[src/cax_pkg.sv]
// constants, field layouts and types for the add-and-shift execute datapath
// assumes one core clock; the decode logic upstream delivers 14-bit words
//
// How it works
// - pc change or true test: two cycles, nop
// - indirect port, pointer msb set: one more
// - pointer add: signed 6-bit literal, flags kept
// - pointer sums wrap modulo 65536, no saturation
// - literal add to accumulator, sets c dc z
// - accumulator plus file, destination bit routes
// - accumulator plus file plus carry, routed
// - literal and into accumulator, zero only
// - file and accumulator, routed, zero only
// - shift right keeps bit7, bit0 to carry
// - pointer add word: 11 0001 0n kkkkkk
// - literal add word: 11 1110 kkkkkkkk
// - literal and word: 11 1001 kkkkkkkk
package cax_pkg;

    // datapath widths
    localparam int OPW = 14;
    localparam int DW  = 8;
    localparam int PW  = 16;
    localparam int FW  = 7;
    localparam int AW  = 12;

    // instruction word fields
    localparam logic [5:0] OP_ADD_LIT_ACC = 6'h3E;  // 11 1110
    localparam logic [5:0] OP_AND_LIT_ACC = 6'h39;  // 11 1001
    localparam logic [6:0] OP_ADD_LIT_PTR = 7'h62;  // 11 0001 0
    localparam int         DEST_BIT       = 7;
    localparam int         PSEL_BIT       = 6;

    // file-operation major codes, overridable at the top
    localparam logic [5:0] OP_ADD_ACC_FILE_DEF = 6'h07;
    localparam logic [5:0] OP_ADC_FILE_DEF     = 6'h3D;
    localparam logic [5:0] OP_AND_ACC_FILE_DEF = 6'h05;
    localparam logic [5:0] OP_ASR_FILE_DEF     = 6'h37;

    // file addresses that act as the indirect access ports
    localparam logic [FW-1:0] IND_PORT0_ADDR = 7'h00;
    localparam logic [FW-1:0] IND_PORT1_ADDR = 7'h01;

    // status bit positions
    localparam int ST_C_BIT  = 0;
    localparam int ST_DC_BIT = 1;
    localparam int ST_Z_BIT  = 2;

    // apb register byte offsets
    localparam logic [AW-1:0] REG_ACC  = 12'h000;
    localparam logic [AW-1:0] REG_STAT = 12'h004;
    localparam logic [AW-1:0] REG_PTR0 = 12'h008;
    localparam logic [AW-1:0] REG_PTR1 = 12'h00C;
    localparam logic [AW-1:0] REG_INFO = 12'h010;

    // reset values
    localparam logic [DW-1:0] ACC_RST  = 8'h00;
    localparam logic [2:0]    STAT_RST = 3'h0;
    localparam logic [PW-1:0] PTR_RST  = 16'h0000;

    // timing in instruction cycles
    localparam logic [1:0] CYC_BASE = 2'h1;

    typedef enum logic [1:0] {ST_IDLE, ST_EXEC, ST_NOP} cax_state_t;

endpackage : cax_pkg

[src/cax_exec.sv]
// execute stage for add, add with carry, and, shift right and pointer add
// assumes a register file that returns file_rdata combinationally from
// mem_addr, and an apb master on the same clock
//
// Local design decisions: the register offsets and the APB register port.
`timescale 1ns/1ps
`default_nettype none

module cax_exec
    import cax_pkg::*;
#(
    parameter logic [5:0] OP_ADD_ACC_FILE = OP_ADD_ACC_FILE_DEF,
    parameter logic [5:0] OP_ADC_FILE     = OP_ADC_FILE_DEF,
    parameter logic [5:0] OP_AND_ACC_FILE = OP_AND_ACC_FILE_DEF,
    parameter logic [5:0] OP_ASR_FILE     = OP_ASR_FILE_DEF
)
(
    input  wire logic           clk,             // core clock
    input  wire logic           resetn,          // async reset, low
    input  wire logic           instr_valid,     // decode offers a word
    input  wire logic [OPW-1:0] instr_word,      // 14-bit instruction
    input  wire logic           instr_pc_change, // pc altered or test true
    output var  logic           instr_ready,     // word taken when high
    input  wire logic [DW-1:0]  file_rdata,      // addressed file value
    output var  logic [PW-1:0]  mem_addr,        // file or pointer address
    output var  logic           mem_indirect,    // address is a pointer
    output var  logic           mem_we,          // file write pulse
    output var  logic [DW-1:0]  mem_wdata,       // file write data
    output var  logic           done,            // instruction retired
    output var  logic [1:0]     done_cycles,     // its instruction cycles
    input  wire logic           psel,            // apb select
    input  wire logic           penable,         // apb access phase
    input  wire logic           pwrite,          // apb direction
    input  wire logic [AW-1:0]  paddr,           // apb byte address
    input  wire logic [31:0]    pwdata,          // apb write data
    output var  logic [31:0]    prdata,          // apb read data
    output var  logic           pready,          // apb ready
    output var  logic           pslverr          // apb error
);

    cax_state_t       state_r, state_nxt;
    logic [OPW-1:0]   ir_r, ir_nxt;
    logic             pcx_r, pcx_nxt;
    logic             indx_r, indx_nxt;
    logic [1:0]       cnt_r, cnt_nxt;
    logic [DW-1:0]    acc_r, acc_nxt;
    logic [2:0]       stat_r, stat_nxt;
    logic [PW-1:0]    ptr_r [0:1];
    logic [PW-1:0]    ptr_nxt [0:1];
    logic             ready_r, ready_nxt;
    logic [PW-1:0]    maddr_r, maddr_nxt;
    logic             mind_r, mind_nxt;
    logic             mwe_r, mwe_nxt;
    logic [DW-1:0]    mwd_r, mwd_nxt;
    logic             done_r, done_nxt;
    logic [1:0]       dcyc_r, dcyc_nxt;
    logic [31:0]      prdata_r, prdata_nxt;
    logic             pready_r, pready_nxt;
    logic             pslverr_r, pslverr_nxt;

    // read view of the registers; unmapped offsets flag an error
    logic [31:0] rd_val;
    logic        rd_hit;
    always_comb
    begin
        rd_val = 32'h0000_0000;
        rd_hit = 1'b1;
        case (paddr)
            REG_ACC:  rd_val = {24'h00_0000, acc_r};
            REG_STAT: rd_val = {29'h0000_0000, stat_r};
            REG_PTR0: rd_val = {16'h0000, ptr_r[0]};
            REG_PTR1: rd_val = {16'h0000, ptr_r[1]};
            REG_INFO: rd_val = {29'h0000_0000, state_r != ST_IDLE, dcyc_r};
            default:  rd_hit = 1'b0;
        endcase
    end

    // next-state logic for the engine and the apb slave
    always_comb
    begin
        logic [5:0]    top6;
        logic [FW-1:0] fa;
        logic          dst;
        logic [DW-1:0] opb;
        logic          cin;
        logic [DW:0]   sum9;
        logic [4:0]    sum5;
        logic [DW-1:0] res;
        logic          wr_en;
        logic          upd_c;
        logic          upd_dc;
        logic          upd_z;
        logic          new_c;
        logic          is_arith;
        logic [1:0]    ext;
        logic          ind;
        logic          pn;
        logic [PW-1:0] kx;
        top6     = 6'h00;
        fa       = '0;
        dst      = 1'b0;
        opb      = '0;
        cin      = 1'b0;
        sum9     = '0;
        sum5     = '0;
        res      = '0;
        wr_en    = 1'b0;
        upd_c    = 1'b0;
        upd_dc   = 1'b0;
        upd_z    = 1'b0;
        new_c    = 1'b0;
        is_arith = 1'b0;
        ext      = 2'h0;
        ind      = 1'b0;
        pn       = 1'b0;
        kx       = '0;

        state_nxt   = state_r;
        ir_nxt      = ir_r;
        pcx_nxt     = pcx_r;
        indx_nxt    = indx_r;
        cnt_nxt     = cnt_r;
        acc_nxt     = acc_r;
        stat_nxt    = stat_r;
        ptr_nxt[0]  = ptr_r[0];
        ptr_nxt[1]  = ptr_r[1];
        maddr_nxt   = maddr_r;
        mind_nxt    = mind_r;
        mwe_nxt     = 1'b0;
        mwd_nxt     = mwd_r;
        done_nxt    = 1'b0;
        dcyc_nxt    = dcyc_r;
        prdata_nxt  = prdata_r;
        pready_nxt  = 1'b0;
        pslverr_nxt = 1'b0;

        case (state_r)
            ST_IDLE:
            begin
                if (instr_valid && ready_r)
                begin
                    // latch word and present the operand address
                    ir_nxt    = instr_word;
                    pcx_nxt   = instr_pc_change;
                    fa        = instr_word[FW-1:0];
                    ind       = (fa == IND_PORT0_ADDR) || (fa == IND_PORT1_ADDR);
                    pn        = (fa == IND_PORT1_ADDR);
                    // literal forms never touch the port
                    if (instr_word[13:8] == OP_ADD_LIT_ACC
                        || instr_word[13:8] == OP_AND_LIT_ACC
                        || instr_word[13:7] == OP_ADD_LIT_PTR)
                        ind = 1'b0;
                    mind_nxt  = ind;
                    maddr_nxt = ind ? ptr_r[pn] : {9'h000, fa};
                    indx_nxt  = ind && ptr_r[pn][PW-1];
                    state_nxt = ST_EXEC;
                end
                else if (psel && penable && !pready_r)
                begin
                    // answer one cycle into the access phase
                    pready_nxt  = 1'b1;
                    prdata_nxt  = pwrite ? 32'h0000_0000 : rd_val;
                    pslverr_nxt = !rd_hit;
                end
                // writes land on the edge that samples pready high
                if (psel && penable && pready_r && pwrite)
                begin
                    case (paddr)
                        REG_ACC:  acc_nxt    = pwdata[DW-1:0];
                        REG_STAT: stat_nxt   = pwdata[2:0];
                        REG_PTR0: ptr_nxt[0] = pwdata[PW-1:0];
                        REG_PTR1: ptr_nxt[1] = pwdata[PW-1:0];
                        default:  ;
                    endcase
                end
            end

            ST_EXEC:
            begin
                top6 = ir_r[13:8];
                fa   = ir_r[FW-1:0];
                dst  = ir_r[DEST_BIT];
                if (ir_r[13:7] == OP_ADD_LIT_PTR)
                begin
                    // sign-extend k; 16-bit sum drops the wrap carry
                    kx = {{(PW-6){ir_r[5]}}, ir_r[5:0]};
                    pn = ir_r[PSEL_BIT];
                    ptr_nxt[pn] = ptr_r[pn] + kx;
                end
                else if (top6 == OP_ADD_LIT_ACC)
                begin
                    opb      = ir_r[DW-1:0];
                    is_arith = 1'b1;
                end
                else if (top6 == OP_ADD_ACC_FILE)
                begin
                    opb      = file_rdata;
                    is_arith = 1'b1;
                    wr_en    = dst;
                end
                else if (top6 == OP_ADC_FILE)
                begin
                    opb      = file_rdata;
                    cin      = stat_r[ST_C_BIT];
                    is_arith = 1'b1;
                    wr_en    = dst;
                end
                else if (top6 == OP_AND_LIT_ACC)
                begin
                    res   = acc_r & ir_r[DW-1:0];
                    upd_z = 1'b1;
                end
                else if (top6 == OP_AND_ACC_FILE)
                begin
                    res   = acc_r & file_rdata;
                    upd_z = 1'b1;
                    wr_en = dst;
                end
                else if (top6 == OP_ASR_FILE)
                begin
                    res   = {file_rdata[DW-1], file_rdata[DW-1:1]};
                    new_c = file_rdata[0];
                    upd_c = 1'b1;
                    upd_z = 1'b1;
                    wr_en = dst;
                end

                // one adder serves all three additions
                if (is_arith)
                begin
                    sum9   = {1'b0, acc_r} + {1'b0, opb} + {8'h00, cin};
                    sum5   = {1'b0, acc_r[3:0]} + {1'b0, opb[3:0]} + {4'h0, cin};
                    res    = sum9[DW-1:0];
                    new_c  = sum9[DW];
                    upd_c  = 1'b1;
                    upd_dc = 1'b1;
                    upd_z  = 1'b1;
                end

                // route result; literal ops always target the accumulator
                if (is_arith || upd_z)
                begin
                    if (wr_en)
                    begin
                        mwe_nxt = 1'b1;
                        mwd_nxt = res;
                    end
                    else
                        acc_nxt = res;
                end
                if (upd_c)
                    stat_nxt[ST_C_BIT] = new_c;
                if (upd_dc)
                    stat_nxt[ST_DC_BIT] = sum5[4];
                if (upd_z)
                    stat_nxt[ST_Z_BIT] = (res == 8'h00);

                // extra slots: nop after pc change, one more for slow pointer
                ext      = {1'b0, pcx_r} + {1'b0, indx_r};
                dcyc_nxt = CYC_BASE + ext;
                if (ext == 2'h0)
                begin
                    done_nxt  = 1'b1;
                    state_nxt = ST_IDLE;
                end
                else
                begin
                    cnt_nxt   = ext;
                    state_nxt = ST_NOP;
                end
            end

            ST_NOP:
            begin
                // idle slot; no state changes besides the count
                cnt_nxt = cnt_r - 2'h1;
                if (cnt_r == 2'h1)
                begin
                    done_nxt  = 1'b1;
                    state_nxt = ST_IDLE;
                end
            end

            default:
                state_nxt = ST_IDLE;
        endcase

        // hold off new words while software owns the bus
        ready_nxt = (state_nxt == ST_IDLE) && (state_r == ST_IDLE) && !psel;
    end

    // all state registers; outputs taken straight from here
    always_ff @(posedge clk or negedge resetn)
    begin
        if (!resetn)
        begin
            state_r   <= ST_IDLE;
            ir_r      <= '0;
            pcx_r     <= 1'b0;
            indx_r    <= 1'b0;
            cnt_r     <= 2'h0;
            acc_r     <= ACC_RST;
            stat_r    <= STAT_RST;
            ptr_r[0]  <= PTR_RST;
            ptr_r[1]  <= PTR_RST;
            ready_r   <= 1'b0;
            maddr_r   <= PTR_RST;
            mind_r    <= 1'b0;
            mwe_r     <= 1'b0;
            mwd_r     <= ACC_RST;
            done_r    <= 1'b0;
            dcyc_r    <= 2'h0;
            prdata_r  <= 32'h0000_0000;
            pready_r  <= 1'b0;
            pslverr_r <= 1'b0;
        end
        else
        begin
            state_r   <= state_nxt;
            ir_r      <= ir_nxt;
            pcx_r     <= pcx_nxt;
            indx_r    <= indx_nxt;
            cnt_r     <= cnt_nxt;
            acc_r     <= acc_nxt;
            stat_r    <= stat_nxt;
            ptr_r[0]  <= ptr_nxt[0];
            ptr_r[1]  <= ptr_nxt[1];
            ready_r   <= ready_nxt;
            maddr_r   <= maddr_nxt;
            mind_r    <= mind_nxt;
            mwe_r     <= mwe_nxt;
            mwd_r     <= mwd_nxt;
            done_r    <= done_nxt;
            dcyc_r    <= dcyc_nxt;
            prdata_r  <= prdata_nxt;
            pready_r  <= pready_nxt;
            pslverr_r <= pslverr_nxt;
        end
    end

    // port drive from flops
    assign instr_ready  = ready_r;
    assign mem_addr     = maddr_r;
    assign mem_indirect = mind_r;
    assign mem_we       = mwe_r;
    assign mem_wdata    = mwd_r;
    assign done         = done_r;
    assign done_cycles  = dcyc_r;
    assign prdata       = prdata_r;
    assign pready       = pready_r;
    assign pslverr      = pslverr_r;

endmodule : cax_exec

`default_nettype wire

[config.mk]
export PLATFORM = sky130hd
export DESIGN_NAME = cax_exec
export DESIGN_NICKNAME = d
export VERILOG_FILES = /design/src/cax_pkg.sv /design/src/cax_exec.sv
export SDC_FILE = /design/constraint.sdc
export NUM_CORES = 1
export LEC_CHECK = 0
export ABC_AREA = 0
export ABC_CLOCK_PERIOD_IN_PS = 11200
export BUFFER_PORTS_ARGS = -buffer_cell sky130_fd_sc_hd__buf_2
export CAP_MARGIN = 0
export CORE_ASPECT_RATIO = 1.5
export CORE_UTILIZATION = 61
export CTS_BUF_LIST = sky130_fd_sc_hd__clkbuf_8 sky130_fd_sc_hd__clkbuf_16
export DETAILED_ROUTE_END_ITERATION = 8
export PLACE_DENSITY_LB_ADDON = 0.08
export SETUP_SLACK_MARGIN = 0.05
export SLEW_MARGIN = 15
export SYNTH_ARGS = -nofsm -noshare
export SYNTH_HDL_FRONTEND = slang
export SYNTH_SLANG_ARGS = --single-unit
[constraint.sdc]
create_clock -name clk -period 11.2 [get_ports clk]
set_input_delay 2.24 -clock clk [delete_from_list [all_inputs] [get_ports clk]]
set_output_delay 2.24 -clock clk [all_outputs]
set_load 0.005 [all_outputs]
---- Word level (Yosys, flattened, before mapping) ----
Index checks and enable logic that the tools add are counted.
word-level totals
  register bits after elaboration ......... 127
  latch bits .............................. 0
  bits in writable memories ............... 0
  ROM bits ................................ 0
  bits of input ports ..................... 73
  output and inout bits ................... 64
  memories ................................ 0
operators by class
  add/sub/neg operators ................... 8
  multiply operators ...................... 0
  divide/modulo/power cells ............... 0
  order comparisons ....................... 3
  equal/unequal tests ..................... 30
  shifts and indexed selects .............. 0
  mux-type cells .......................... 110
  bitwise gates (word level) .............. 5
  reductions and logical operators ........ 36
operators by type and width
  operator             number
  $mux 16              10
  $mux 8               18
  $mux 32              3
  $pmux 16 s5          1
  $pmux 32 s2          1
  $mux 1               63
  $eq 6x6->1 const B   6
  $bwmux 32            1
  $eq 12x4->1 const B  2
  $reduce_and 4->1     5
  $add 16x16->16       1
  $and 8x8->8          2
  $demux 16 s1         1
  $ne 2x2->1 const B   8
  $pmux 8 s2           1
  $eq 7x7->1 const B   2
  $eq 12x3->1 const B  1
  $eq 12x5->1 const B  1
  $eq 6x3->1 const B   2
  $logic_not 12->1     1
  $add 8x8->9          1
  $add 9x1->9          1
  $logic_and 1x1->1    9
  $logic_not 8->1      1
  other kinds (29)     50

---- Longest topological paths before layout ----
  depth in word-level cells ............... 13
  gate-level depth with buffers ........... 16

---- Worst setup path after synthesis ----
OpenSTA, ideal clock, no wires.
  kind .................................... input to register
  from .................................... in file_rdata[0]
  to ...................................... reg stat_r[2]
  setup time .............................. 0.131 ns
  arrival ................................. 4.417 ns
  path slack .............................. 6.653 ns
  stages on the path ...................... 12
  cells stage by stage .................... mux2_2 -> nand2_1 -> fa_1 -> inv_1 -> fa_1 -> a21o_1 -> a21oi_1 -> nand2b_1 -> a21oi_1 -> o311ai_0 -> nand2b_1 -> o41ai_2
on the way
  word-level cells in the longest chain between the ends .. 12
RTL lines
  element                                       RTL line                          text
  from (decl)                                   cax_exec.sv:24                    input wire logic [DW-1:0] file_rdata,
  $mux 8 / $and 8x8->8 (equally long branches)  cax_exec.sv:201, cax_exec.sv:215
  $mux 8, on equally long branches              cax_exec.sv:195, cax_exec.sv:213
  $mux 8, on equally long branches              cax_exec.sv:190, cax_exec.sv:208
  $mux 8, on equally long branches              cax_exec.sv:183, cax_exec.sv:201
  $mux 8, on equally long branches              cax_exec.sv:137, cax_exec.sv:195
  $add 8x8->9 / $mux 8 (equally long branches)  cax_exec.sv:231, cax_exec.sv:190
  $add 9x1->9 / $mux 8 (equally long branches)  cax_exec.sv:231, cax_exec.sv:183
  $mux 8 *                                      cax_exec.sv:229                   if (is_arith)
  $mux 8 *                                      cax_exec.sv:137                   case (state_r)
  $logic_not 8->1 *                             cax_exec.sv:256                   stat_nxt[ST_Z_BIT] = (res == 8'h00);
  $mux 1 *                                      cax_exec.sv:255                   if (upd_z)
  $pmux 3 s2 *                                  cax_exec.sv:137
  to (signal assigned)                          cax_exec.sv:325                   stat_r <= stat_nxt;
  to (decl)                                     cax_exec.sv:47                    logic [2:0] stat_r, stat_nxt;
Every way passes the cells marked *; elsewhere a longest branch is shown, timed or not. The select of a mux whose other input is x is not followed.
A chain may end at the register's enable or synchronous reset.

---- Worst setup path in the final report ----
Ends and elaborated chain as after synthesis.

==> impl_metrics.ini <==
[synth]
synthAdderAreaFrac_pct = 6.14
synth_xor_area_share_pct = 1.85
synth_cell_type_count = 68
synth_compound_area_share_pct = 22.0
ys_warn_count = 0
yosysSeqAreaShare_pct = 38.8
async_flop_share_pct = 100
synth_cells = 771
syn-cell-area_um2 = 7090
synth.area.top_cells = dfrtp_1, mux2_2, ha_1, a21oi_1, nor2_1
synthMuxAreaShare_pct = 10.1
synth_top_family_by_area = compound AO/OA/AOI/OAI gates
synth-edff-count = 0
synth_flop_cell = dfrtp_1
syn_area_per_cell_um2 = 9.20
yosysTopAreaCell = dfrtp_1
synth_top_area_share_pct = 38.8
synth-simple-area-share_pct = 15.8
ys_ff_latch = 110

[worst_hold_path]
hp-start = mem_addr[11]
min_path_type = reg -> reg

[setup_path]
crit_chain = buf_2 > mux2_2 > nand2_1 > fa_1 > inv_1 > fa_1 > a21o_1 > a21oi_1 > nand2b_1 > a21oi_1 > o311ai_0 > nand2b_1 > o41ai_2
crit_start = file_rdata[0]
rr_endpoint = stat_r[2]
crit_slowest_cell = o311ai_0
slowest_delay_ps = 800
cp-endpoint = stat_r[2]
required_ps = 11420
worstPathArrival_ps = 5340
start_kind = input port
cp_max_fo = 3
ff2ff_setup_slack_ps = 6700
endpoint_kind = flop
worstReg2RegStart = ir_r[10]
worstSetupPathType = in -> reg
worstRegToRegCells = 13

[clocking]
postCtsSetupBuffers = 0
h-tree-depth = 3
clock_sinks = 110
root_buffer = clkbuf_16
clockBufferDepth = 2
hold_buffers = 0
ctsResizeCount = 0
cts_buffers = 9
clock_latency_ps = 360
clk_pin_slew_ps = 80
cts_tree = built

[finish]
regArea_um2 = 2750
multi_input_area_um2 = 4040
diodes = 0
num-nets-final = 961
syn_to_final_growth_pct = 12.0
nFillCells = 895
fin_area_um2 = 7940
drive_gt1_share_pct = 21.5
final_cell_count_no_fill = 1007
final_util_pct = 71.1

[floorplan]
ios = 137
die_x_um = 90.0
die_h_um = 134
die-area_um2 = 12100
num_rows = 47
initial_core_util_pct = 63.5
core-area_um2 = 11200

[grt]
grt_pass1_vias = 6312
grt_max_degree = 61
gr-total-overflow = 0
gr-usage-all-layers_pct = 35.5
grt_pass1_wl_um = 32900
grt_antenna_before_repair = 0

[placement]
io_buffers = 104
placedCellCount = 991
dp_slack_ps = 5760
place_congestion = 0.886
dpl_cell_area_um2 = 7640
dpl.hpwl_um = 15700

[sta]
finalWorstPathRequiredPeriod_ps = 5120
drv_slew = 0
final-setup-viol-count = 0
worstMarginPinSlew_ps = 1050
final_hold_viol_count = 0
worst_slack_ps = 6080
tns_ps = 0
slew_headroom_pct = 29.7
period_share_pct = 45.7
finClkSkew_ps = 8.32
hold_slack_ps = 486
rsz0062_at_grt = no
timing.fmax_mhz = 195

[route]
drtAntennaViolNets = 0
detail_route.wl_per_cell_um = 21.2
routed-via-count = 6455
drt_iter0_drc = 455
routed_wl_um = 21300
routed_via_density = 6.41
dr.pass1.iters = 6
remaining_drc_errors = 0

[power_and_ir_drop]
ir_drop_mv = 0.233
leakagePower_nw = 3.73
finalPower_mw = 2.08
powerDensity_nw_per_um2 = 262

[job]
drv_cap = 0

[run_status]
status = completed
[synth_stat cells, types with 4 or more instances]
library cell / count
a211oi_1: 5
a21o_1: 18
a21oi_1: 71
a22o_1: 10
a22oi_1: 15
a31oi_1: 7
buf_2: 6
buf_4: 17
clkbuf_1: 27
dfrtp_1: 110
ha_1: 30
inv_1: 19
mux2_2: 38
mux2i_1: 27
nand2_1: 66
nand2b_1: 8
nand3_1: 16
nor2_1: 80
nor2b_1: 17
nor3_1: 11
o211ai_1: 14
o21a_1: 14
o21ai_0: 42
o21ai_1: 4
o31ai_1: 14
xnor2_1: 7
xor2_1: 8
[final cells by class]
class                   count  area share [%]
inverters                  19           0.898
flip-flops and latches    110            34.7
multi-input cells         602            50.9
clock buffers               9            2.84
repair buffers            113            7.43
clock inverters             7            1.01
well taps                 147            2.32
[registers in the layout, indices dropped and copies added, names as in the netlist, 2 cells and up]
register / count
done_cycles: 2
ptr_r: 32
cnt_r: 2
stat_r: 3
prdata: 16
acc_r: 8
ir_r: 14
state_r: 2
mem_addr: 15
mem_wdata: 8
[where the power goes]
group          internal, mW  switching (mW)  total, mW  leakage, nW
registers             0.530           0.172      0.703         1.40
logic                 0.445           0.609       1.05         2.18
clock network         0.159           0.167      0.326        0.149
total                  1.13           0.948       2.08         3.73
[logic make-up (layout without fill, tap and decap cells)]
logic type                 count (synthesis)  in the layout
AOI/OAI and AO/OA                        240            240
DFF                                      110            110
muxes                                     66             66
adders and majority gates                 33             33
other                                      1             16
xor gates and xnor gates                  15             15
buffers and inverters                     74            148
and+or+nand+nor                          232            232
[how the worst min path moves through the flow]
stage                   endpoint  cells past startpoint
global route        mem_addr[10]                      2
global placement    mem_indirect                      2
detailed placement   mem_addr[8]                      2
finish              mem_addr[11]                      2
floorplan              stat_r[2]                      2
CTS                  mem_addr[9]                      2
[routing by layer]
layer	GRT usage (%)	wire length (um)
met5	0	0
met4	25.5	1600
met1	39.3	7550
met3	4.14	1140
met2	62.8	11000
[critical path: cells and delay by family]
kind / cells / cell delay [ps]
AOI/OAI and AO/OA: 5 / 1530
adders and majority gates: 2 / 620
buffers and inverters: 2 / 180
muxes: 1 / 250
and+or+nand+nor: 3 / 490
[cell usage in the layout (no fill, tap or decap), drive strengths merged, types with 7 or more instances in the layout]
master / count
buf: 113
dfrtp: 110
nor2: 82
a21oi: 71
nand2: 66
o21ai: 46
mux2: 39
ha: 30
mux2i: 27
inv: 22
a21o: 18
nor2b: 17
nand3: 17
conb: 16
a22oi: 15
nor3: 15
o21a: 14
o31ai: 14
o211ai: 14
a22o: 10
clkbuf: 9
nand2b: 8
xor2: 8
a31oi: 7
xnor2: 7
a211oi: 7
Power figures use the tool's default switching activity.
